===== src/hsfm_defines.vh =====
`ifndef HSFM_DEFINES_VH
`define HSFM_DEFINES_VH

// Channel count: first lamp driver plus five shared-setting drivers
`define HSFM_NCH 6
// Index of the fifth driver inside the channel vector
`define HSFM_FIFTH_IDX 4
// Clock rate
`define HSFM_CLK_MHZ 100
// Times in microseconds
`define HSFM_BLANK_US 40
`define HSFM_DG_48_US 48
`define HSFM_DG_40_US 40
`define HSFM_DG_32_US 32
`define HSFM_DG_24_US 24
`define HSFM_DG_HV_US 10
`define HSFM_OL_TEST_US 200
// Off timeout in milliseconds
`define HSFM_OL_OFF_MS 10
// Cycle counts derived from the times
`define HSFM_BLANK_CYC (`HSFM_BLANK_US * `HSFM_CLK_MHZ)
`define HSFM_DG_48_CYC (`HSFM_DG_48_US * `HSFM_CLK_MHZ)
`define HSFM_DG_40_CYC (`HSFM_DG_40_US * `HSFM_CLK_MHZ)
`define HSFM_DG_32_CYC (`HSFM_DG_32_US * `HSFM_CLK_MHZ)
`define HSFM_DG_24_CYC (`HSFM_DG_24_US * `HSFM_CLK_MHZ)
`define HSFM_DG_HV_CYC (`HSFM_DG_HV_US * `HSFM_CLK_MHZ)
`define HSFM_OL_TEST_CYC (`HSFM_OL_TEST_US * `HSFM_CLK_MHZ)
`define HSFM_OL_OFF_CYC (`HSFM_OL_OFF_MS * 1000 * `HSFM_CLK_MHZ)
// Deglitch field codes
`define HSFM_DGSEL_48 2'h0
`define HSFM_DGSEL_40 2'h1
`define HSFM_DGSEL_32 2'h2
`define HSFM_DGSEL_24 2'h3
// Reset value of the glass supply mode bit
`define HSFM_GLASS_MODE_RST 1'b1
// Timer width
`define HSFM_TW 17

`endif


===== src/hsfm_channel.v =====
`timescale 1ns/1ps
`include "hsfm_defines.vh"

module hsfm_channel (
    // Clock and reset
    input wire clk,
    input wire reset,
    // Control
    input wire drvOn,
    input wire clearFaults,
    input wire retryEnable,
    input wire [`HSFM_TW-1:0] dgCycles,
    // Synchronized comparators
    input wire shortCmp,
    input wire overCmp,
    // Results
    output reg shortFlag_r,
    output reg tripFlag_r,
    output reg faultOff_r,
    output reg retryOff_r
);

    reg [`HSFM_TW-1:0] blankCnt_r;
    reg [`HSFM_TW-1:0] scCnt_r;
    reg [`HSFM_TW-1:0] ocCnt_r;
    reg drvOnD_r;
    wire active;
    wire rise;
    wire scHit;
    wire ocHit;

    assign rise = drvOn && !drvOnD_r;
    assign active = drvOn && !faultOff_r && !retryOff_r && (blankCnt_r == `HSFM_BLANK_CYC);
    assign scHit = active && shortCmp && (scCnt_r + 1'b1 >= dgCycles);
    assign ocHit = active && overCmp && (ocCnt_r + 1'b1 >= dgCycles);

    always @(posedge clk or posedge reset) begin
        if (reset) begin
            blankCnt_r <= {`HSFM_TW{1'b0}};
            scCnt_r <= {`HSFM_TW{1'b0}};
            ocCnt_r <= {`HSFM_TW{1'b0}};
            drvOnD_r <= 1'b0;
            shortFlag_r <= 1'b0;
            tripFlag_r <= 1'b0;
            faultOff_r <= 1'b0;
            retryOff_r <= 1'b0;
        end else begin
            drvOnD_r <= drvOn;
            // Blank restarts at every enable
            if (!drvOn || rise || retryOff_r) begin
                blankCnt_r <= {`HSFM_TW{1'b0}};
            end else if (blankCnt_r != `HSFM_BLANK_CYC) begin
                blankCnt_r <= blankCnt_r + 1'b1;
            end
            if (active && shortCmp) begin
                scCnt_r <= scCnt_r + 1'b1;
            end else begin
                scCnt_r <= {`HSFM_TW{1'b0}};
            end
            if (active && overCmp) begin
                ocCnt_r <= ocCnt_r + 1'b1;
            end else begin
                ocCnt_r <= {`HSFM_TW{1'b0}};
            end
            // Retry mode: a short off pulse only, no latched flag
            retryOff_r <= ocHit && retryEnable;
            // Set wins over clear
            if (scHit) begin
                shortFlag_r <= 1'b1;
            end else if (clearFaults) begin
                shortFlag_r <= 1'b0;
            end
            if (ocHit && !retryEnable) begin
                tripFlag_r <= 1'b1;
            end else if (clearFaults) begin
                tripFlag_r <= 1'b0;
            end
            // Shut-off holds until the driver is commanded off again
            if (scHit || (ocHit && !retryEnable)) begin
                faultOff_r <= 1'b1;
            end else if (!drvOn) begin
                faultOff_r <= 1'b0;
            end
        end
    end

endmodule


===== src/hsfm_monitor.v =====
`timescale 1ns/1ps
`include "hsfm_defines.vh"

// Notes on behaviour
// - 2V short comparator after blank turns output off
// - Short and overcurrent comparators ignored 40us from each enable
// - First driver own deglitch; above 20V 10us
// - Deglitch codes 00=48,01=40,10=32,11=24us
// - Short latches flag until clear, output off until command off
// - Overcurrent shutdown only when retry disabled
// - Overcurrent level from mode bit or select
// - Overcurrent blanked 40us then deglitched
// - Overcurrent latches trip flag, output off
// - Open-load level per driver; first from mode
// - Open load sets flag, driver stays on
// - Sequence enabled drivers, 200us each, restart
// - Flagged drivers skipped until clear faults
// - Short on-phase waits; off over 10ms ends
// - Glass mode ignores fifth driver own command and retry
// - Mode cleared: fifth driver independent
// - No retry regulation on the fifth driver in glass mode
module hsfm_monitor (
    // Clock and reset
    input wire clk,
    input wire reset,
    // Driver commands, bit 0 first lamp driver
    input wire [5:0] driverOnCmd,
    input wire glassSupplyOn,
    input wire glassSupplyModeWr,
    input wire glassSupplyModeVal,
    input wire clearFaults,
    // Configuration
    input wire [1:0] firstDriverDeglitchSel,
    input wire [1:0] sharedDriverDeglitchSel,
    input wire firstDriverRetryEnable,
    input wire [4:0] driverRetryEnable,
    input wire firstDriverResistanceMode,
    input wire [4:0] driverOvercurrentLevelSel,
    input wire [4:0] driverOpenLoadLevelSel,
    input wire [5:0] driverOpenLoadEnable,
    // Analog comparators from pins
    input wire [5:0] shortCmpPin,
    input wire [5:0] overCmpHiPin,
    input wire [5:0] overCmpLoPin,
    input wire [5:0] openCmpHiPin,
    input wire [5:0] openCmpLoPin,
    input wire supplyAbove20vPin,
    // Outputs
    output reg [5:0] driverEnable_r,
    output reg [5:0] overcurrentLevel_r,
    output reg [5:0] openLoadLevel_r,
    output reg glassSupplyMode_r,
    output reg [5:0] outputShortFlag_r,
    output reg [5:0] driverTripFlag_r,
    output reg [5:0] driverOpenLoadFlag_r
);

    localparam ST_SEEK = 2'h0;
    localparam ST_TEST = 2'h1;

    reg [5:0] shortS1_r, shortS2_r;
    reg [5:0] ocHiS1_r, ocHiS2_r, ocLoS1_r, ocLoS2_r;
    reg [5:0] olHiS1_r, olHiS2_r, olLoS1_r, olLoS2_r;
    reg hvS1_r, hvS2_r;
    reg [1:0] state_r;
    reg [2:0] olIdx_r;
    reg [`HSFM_TW-1:0] olOnCnt_r;
    reg [20:0] olOffCnt_r;
    reg olLow_r;
    reg [5:0] drvOn;
    reg [5:0] retryEn;
    wire [5:0] shortFlag, tripFlag, faultOff, retryOff;
    wire [5:0] ocCmp, olCmp;
    reg [`HSFM_TW-1:0] dgFirst, dgShared;

    function [`HSFM_TW-1:0] dgDecode;
        input [1:0] sel;
        input hv;
        reg [31:0] cyc;
        begin
            if (hv) begin
                cyc = `HSFM_DG_HV_CYC;
            end else begin
                case (sel)
                    `HSFM_DGSEL_48: cyc = `HSFM_DG_48_CYC;
                    `HSFM_DGSEL_40: cyc = `HSFM_DG_40_CYC;
                    `HSFM_DGSEL_32: cyc = `HSFM_DG_32_CYC;
                    default: cyc = `HSFM_DG_24_CYC;
                endcase
            end
            dgDecode = cyc[`HSFM_TW-1:0];
        end
    endfunction

    // Two-stage synchronizers for all analog inputs
    always @(posedge clk or posedge reset) begin
        if (reset) begin
            shortS1_r <= 6'h00;
            shortS2_r <= 6'h00;
            ocHiS1_r <= 6'h00;
            ocHiS2_r <= 6'h00;
            ocLoS1_r <= 6'h00;
            ocLoS2_r <= 6'h00;
            olHiS1_r <= 6'h00;
            olHiS2_r <= 6'h00;
            olLoS1_r <= 6'h00;
            olLoS2_r <= 6'h00;
            hvS1_r <= 1'b0;
            hvS2_r <= 1'b0;
        end else begin
            shortS1_r <= shortCmpPin;
            shortS2_r <= shortS1_r;
            ocHiS1_r <= overCmpHiPin;
            ocHiS2_r <= ocHiS1_r;
            ocLoS1_r <= overCmpLoPin;
            ocLoS2_r <= ocLoS1_r;
            olHiS1_r <= openCmpHiPin;
            olHiS2_r <= olHiS1_r;
            olLoS1_r <= openCmpLoPin;
            olLoS2_r <= olLoS1_r;
            hvS1_r <= supplyAbove20vPin;
            hvS2_r <= hvS1_r;
        end
    end

    always @* begin
        dgFirst = dgDecode(firstDriverDeglitchSel, hvS2_r);
        dgShared = dgDecode(sharedDriverDeglitchSel, hvS2_r);
        drvOn = driverOnCmd;
        retryEn = {driverRetryEnable, firstDriverRetryEnable};
        if (glassSupplyMode_r) begin
            drvOn[`HSFM_FIFTH_IDX] = glassSupplyOn;
            retryEn[`HSFM_FIFTH_IDX] = 1'b0;
        end
    end

    genvar g;
    generate
        for (g = 0; g < `HSFM_NCH; g = g + 1) begin : gCh
            assign ocCmp[g] = overcurrentLevel_r[g] ? ocHiS2_r[g] : ocLoS2_r[g];
            assign olCmp[g] = openLoadLevel_r[g] ? olHiS2_r[g] : olLoS2_r[g];
            hsfm_channel uCh (
                .clk(clk),
                .reset(reset),
                .drvOn(drvOn[g]),
                .clearFaults(clearFaults),
                .retryEnable(retryEn[g]),
                .dgCycles(g == 0 ? dgFirst : dgShared),
                .shortCmp(shortS2_r[g]),
                .overCmp(ocCmp[g]),
                .shortFlag_r(shortFlag[g]),
                .tripFlag_r(tripFlag[g]),
                .faultOff_r(faultOff[g]),
                .retryOff_r(retryOff[g])
            );
        end
    endgenerate

    // Mode bit, enables and level selects
    always @(posedge clk or posedge reset) begin
        if (reset) begin
            glassSupplyMode_r <= `HSFM_GLASS_MODE_RST;
            driverEnable_r <= 6'h00;
            overcurrentLevel_r <= 6'h00;
            openLoadLevel_r <= 6'h00;
            outputShortFlag_r <= 6'h00;
            driverTripFlag_r <= 6'h00;
        end else begin
            if (glassSupplyModeWr) begin
                glassSupplyMode_r <= glassSupplyModeVal;
            end
            driverEnable_r <= drvOn & ~faultOff & ~retryOff;
            overcurrentLevel_r <= {driverOvercurrentLevelSel, firstDriverResistanceMode};
            openLoadLevel_r <= {driverOpenLoadLevelSel, firstDriverResistanceMode};
            outputShortFlag_r <= shortFlag;
            driverTripFlag_r <= tripFlag;
        end
    end

    // Open-load sequencer
    wire [5:0] olCand;
    wire curOn;
    assign olCand = driverOpenLoadEnable & ~driverOpenLoadFlag_r;
    assign curOn = driverEnable_r[olIdx_r];

    always @(posedge clk or posedge reset) begin
        if (reset) begin
            state_r <= ST_SEEK;
            olIdx_r <= 3'h0;
            olOnCnt_r <= {`HSFM_TW{1'b0}};
            olOffCnt_r <= 21'h000000;
            olLow_r <= 1'b1;
            driverOpenLoadFlag_r <= 6'h00;
        end else begin
            if (clearFaults) begin
                driverOpenLoadFlag_r <= 6'h00;
            end
            case (state_r)
                ST_SEEK: begin
                    olOnCnt_r <= {`HSFM_TW{1'b0}};
                    olOffCnt_r <= 21'h000000;
                    olLow_r <= 1'b1;
                    if (olCand[olIdx_r]) begin
                        state_r <= ST_TEST;
                    end else begin
                        olIdx_r <= (olIdx_r == 3'h5) ? 3'h0 : olIdx_r + 3'h1;
                    end
                end
                ST_TEST: begin
                    if (!olCand[olIdx_r]) begin
                        state_r <= ST_SEEK;
                    end else if (curOn) begin
                        olOffCnt_r <= 21'h000000;
                        olLow_r <= olLow_r & olCmp[olIdx_r];
                        if (olOnCnt_r == `HSFM_OL_TEST_CYC - 1) begin
                            if (olLow_r && olCmp[olIdx_r]) begin
                                driverOpenLoadFlag_r[olIdx_r] <= 1'b1;
                            end
                            state_r <= ST_SEEK;
                            olIdx_r <= (olIdx_r == 3'h5) ? 3'h0 : olIdx_r + 3'h1;
                        end else begin
                            olOnCnt_r <= olOnCnt_r + 1'b1;
                        end
                    end else begin
                        // Short on-phase: restart on next on-phase
                        olOnCnt_r <= {`HSFM_TW{1'b0}};
                        olLow_r <= 1'b1;
                        if (olOffCnt_r == `HSFM_OL_OFF_CYC) begin
                            state_r <= ST_SEEK;
                            olIdx_r <= (olIdx_r == 3'h5) ? 3'h0 : olIdx_r + 3'h1;
                        end else begin
                            olOffCnt_r <= olOffCnt_r + 1'b1;
                        end
                    end
                end
                default: begin
                    state_r <= ST_SEEK;
                end
            endcase
        end
    end

endmodule


===== config.mk =====
export PLATFORM = sky130hd
export DESIGN_NAME = hsfm_monitor
export DESIGN_NICKNAME = d
export VERILOG_FILES = /design/src/hsfm_channel.v /design/src/hsfm_monitor.v
export VERILOG_INCLUDE_DIRS = /design/src
export SDC_FILE = /design/constraint.sdc
export NUM_CORES = 1
export LEC_CHECK = 0
export ABC_CLOCK_PERIOD_IN_PS = 17300
export CAP_MARGIN = 0
export CORE_ASPECT_RATIO = 1.5
export CORE_MARGIN = 2
export CORE_UTILIZATION = 64
export DETAILED_ROUTE_END_ITERATION = 16
export DONT_BUFFER_PORTS = 1
export GPL_TIMING_DRIVEN = 1
export PLACE_DENSITY = 0.89
export SETUP_SLACK_MARGIN = 0.02
export SYNTH_ARGS = -nofsm -noshare
export SYNTH_HDL_FRONTEND = slang
export SYNTH_SLANG_ARGS = --single-unit

===== constraint.sdc =====
create_clock -name clk -period 17.3 [get_ports clk]
set_input_delay 1.73 -clock clk [delete_from_list [all_inputs] [get_ports clk]]
set_output_delay 1.73 -clock clk [all_outputs]
set_load 0.02 [all_outputs]

==> impl_metrics.json <==
{
  "hp-class": "reg2reg",
  "p_per_area_nw_per_um2": 92.9,
  "drv.max_cap_violation_count": 0,
  "final_period_minus_worst_setup_slack_ns": 4.02,
  "num_rows": 87,
  "drc_errors": 0,
  "number_of_antenna_violations_at_the_first_check_in_global_routing": 0,
  "clock-skew-final_ns": 0.0255,
  "static-leakage-power_nw": 11.7,
  "finalMaxSlewViolations": 0,
  "synth_nets": 2577,
  "cts_max_path_buffers": 3,
  "average_wire_per_standard_cell_um": 19.2,
  "grt_util_all_layers_pct": 28.9,
  "num_vias": 18200,
  "p_sw_share_pct": 25.8,
  "cts_num_sinks": 477,
  "syn-instance-count": 2362,
  "cts_tree": "yes",
  "cts_setup_buffers": 0,
  "wl_mm": 55.6,
  "rsz0062_at_grt": "no",
  "synth.yosys.warnings": 0,
  "ir_worst_vdd_mv": 0.109,
  "design.final.nets": 2589,
  "result_of_the_run": "complete, no violations",
  "r2r_slack_ns": 13.79,
  "global_route.overflow_total": 0,
  "die_area_um2": 39400,
  "initialDrtViolationCount": 1254,
  "min_period_over_period_pct": 23.2,
  "layout.area.seq_um2": 11900,
  "total_switching_power_mw": 0.630,
  "yosys_register_bits": 477,
  "first_global_vias": 19300,
  "die_h_um": 242,
  "most_frequent_standard_cell_in_the_layout_excluding_fill_and_tap_cells": "sky130_fd_sc_hd__dfrtp_1",
  "worst_hold_slack_ns": 0.334,
  "most_frequent_cells_in_the_layout": "475 x sky130_fd_sc_hd__dfrtp_1, 294 x sky130_fd_sc_hd__nor2_1, 149 x sky130_fd_sc_hd__nand2_1, 148 x sky130_fd_sc_hd__xor2_1, 145 x sky130_fd_sc_hd__ha_1",
  "floorplan.io_pins": 107,
  "gp_congestion": 0.921,
  "cts-buffers-inserted": 45,
  "1st_pass_router_iterations": 5,
  "syn2layout_area_growth_pct": 8.56,
  "startpoint_type": "primary input",
  "worstSetupEndpoint": "gCh[2].uCh.faultOff_r$_DFFE_PP0P_",
  "clk-insertion-delay-late_ns": 0.57,
  "finalHoldViolCount": 0,
  "r2r.worst_path.cells": 12,
  "synth.cell_area_um2": 24200,
  "final_layout_size_suffix_gt1_share_pct": 5.52,
  "via_to_cell_ratio": 6.29,
  "pin_count_of_the_biggest_net_entering_global_routing": 176,
  "combinationalPowerShare_pct": 9.5,
  "synth-main-ff-cell": "sky130_fd_sc_hd__dfrtp_1",
  "cts-root-buf": "sky130_fd_sc_hd__clkbuf_16",
  "fill_cells": 2525,
  "hold_path_startpoint": "olHiS1_r[1]$_DFF_PP0_",
  "initial_utilization_pct": 64.6,
  "placeableCoreArea_um2": 37400,
  "timing.slew.headroom_pct": 29.3,
  "power.share.clock_pct": 42.6,
  "detail_placement_hpwl_mm": 37.3,
  "synth_async_sr_flop_share_pct": 100,
  "power.sequential.fraction_pct": 47.9,
  "tightest_slew_ns": 1.06,
  "setup-tns-final_ns": 0,
  "final_antenna_net_count": 0,
  "max_clock_freq_mhz": 249,
  "highest_fanout_seen_on_the_critical_path": 11,
  "antennaDiodeCount": 0,
  "numPortBuffers": 0,
  "synth.avg_cell_area_um2": 10.2,
  "hold_buffers": 0,
  "grt_pass1_wl_mm": 93.3,
  "netlist-cell-type-count": 85,
  "post_cts.resized_instances": 0,
  "cell_internal_pwr_mw": 1.81,
  "timing.critical_path.arrival_ns": 4.45,
  "setup.worst_path.start": "sharedDriverDeglitchSel[1]",
  "r2r-end": "gCh[0].uCh.tripFlag_r$_DFFE_PP0P_",
  "synth_enable_flop_cells": 0,
  "synth.yosys.seq_area_share_pct": 49.4,
  "worst_ep_required_time_ns": 17.73,
  "clk_pin_slew_worst_paths_ns": 0.07,
  "multi_input_area_um2": 11700,
  "finalNonFillerCells": 2898,
  "die-width_um": 163,
  "reg2reg_from": "gCh[0].uCh.ocCnt_r[0]$_DFF_PP0_",
  "finalSetupViolations": 0,
  "dpl.cell_count": 2816,
  "cts.htree.levels": 2,
  "timing.critical_path.to_type": "register",
  "worstSetupPathType": "in2reg"
}
[synthesized netlist by cell type, types with 19 or more instances]
library cell               instances  area share [%]
sky130_fd_sc_hd__and4_1           19            0.69
sky130_fd_sc_hd__xnor2_1         135             4.9
sky130_fd_sc_hd__nand4_1          86             2.2
sky130_fd_sc_hd__dfrtp_1         475              49
sky130_fd_sc_hd__or3_1            31            0.80
sky130_fd_sc_hd__nand3_1         134             2.8
sky130_fd_sc_hd__inv_1            82             1.3
sky130_fd_sc_hd__and3_1           47             1.2
sky130_fd_sc_hd__nor2_1          295             4.6
sky130_fd_sc_hd__ha_1            145             7.5
sky130_fd_sc_hd__nor2b_1         103             2.7
sky130_fd_sc_hd__a21o_1           29            0.90
sky130_fd_sc_hd__o21ai_0          73             1.5
sky130_fd_sc_hd__a21oi_1          71             1.5
sky130_fd_sc_hd__nor4_1           28            0.72
sky130_fd_sc_hd__clkbuf_1         36            0.56
sky130_fd_sc_hd__nor3_1           46            0.95
sky130_fd_sc_hd__xor2_1          148             5.4
sky130_fd_sc_hd__nand2_1         149             2.3
[cells by family after synthesis]
| family | share of synthesized area [%] |
|---|---|
| compound gates | 7.67 |
| xor+xnor | 10.3 |
| fa+ha+maj | 7.51 |
| buf+inv | 2.03 |
| flops | 49.4 |
| mux | 1.46 |
| simple gates | 21.7 |
[worst min path at each step]
stage                            end  depth (start not counted)
2_1_floorplan  dgDecode.hv$_DFF_PP0_                          0
3_3_place_gp   olHiS2_r[3]$_DFF_PP0_                          0
3_5_place_dp   olHiS2_r[1]$_DFF_PP0_                          0
4_1_cts        olHiS2_r[1]$_DFF_PP0_                          0
5_1_grt        olLoS2_r[1]$_DFF_PP0_                          0
6_report       olHiS2_r[1]$_DFF_PP0_                          0
[area by class of cell]
type,instances,share of cell area [%]
multi-input combinational,1759,44.8
timing repair buffer,9,0.305
inverter,82,1.20
clock buffer,60,4.93
clock inverter,22,0.982
tap,489,2.33
sequential,477,45.5
[layer usage]
| layer | GRT usage, % | vias up | wire (um) |
|---|---|---|---|
| met2 | 51.6 | 570 | 29200 |
| li1 | - | 8325 | - |
| met5 | 0 | - | 0 |
| met3 | 4.71 | 202 | 2850 |
| met4 | 15.3 | 0 | 2790 |
| met1 | 33.0 | 9138 | 20800 |
[registers in the layout, indices dropped and copies added (netlist names), 17 cells and up]
signal              count
olOnCnt_r              17
gCh.uCh.ocCnt_r       102
olOffCnt_r             21
gCh.uCh.scCnt_r       102
gCh.uCh.blankCnt_r    102
[power groups by stage]
| stage | Sequential, mW | Clock [mW] | Combinational, mW |
|---|---|---|---|
| finish | 1.17 | 1.04 | 0.232 |
| CTS | 1.17 | 1.05 | 0.231 |
| global placement | 1.19 | 0 | 0.217 |
| global route | 1.17 | 1.09 | 0.259 |
| detailed placement | 1.19 | 0 | 0.229 |
| floorplan | 1.18 | 0 | 0.173 |
[worst max-delay path, cell delays in order]
cell and delay (ns):
sky130_fd_sc_hd__inv_1 0.05, sky130_fd_sc_hd__ha_1 0.26, sky130_fd_sc_hd__nor2b_1 0.13, sky130_fd_sc_hd__buf_4 0.23, sky130_fd_sc_hd__inv_1 0.41, sky130_fd_sc_hd__ha_1 0.35, sky130_fd_sc_hd__a21o_1 0.18, sky130_fd_sc_hd__a21o_1 0.18
sky130_fd_sc_hd__a221oi_1 0.29, sky130_fd_sc_hd__o2111a_1 0.31, sky130_fd_sc_hd__a311o_1 0.21, sky130_fd_sc_hd__nand3_1 0.11
[metrics by stage]
step / total power [mW] / utilization [%] / setup WS, ns / instance area (um2)
after floorplan: 1.35 / - / 2.27 / 24200
after global placement: 1.40 / 65.9 / 12.84 / 24700
after detailed placement: 1.42 / 65.9 / 12.82 / 24700
after CTS: 2.44 / 70.1 / 13.39 / 26200
after global routing: 2.52 / 70.1 / 13.11 / 26200
final: 2.44 / 70.1 / 13.28 / 26200
Note: power is estimated with default switching activity, not from simulation.
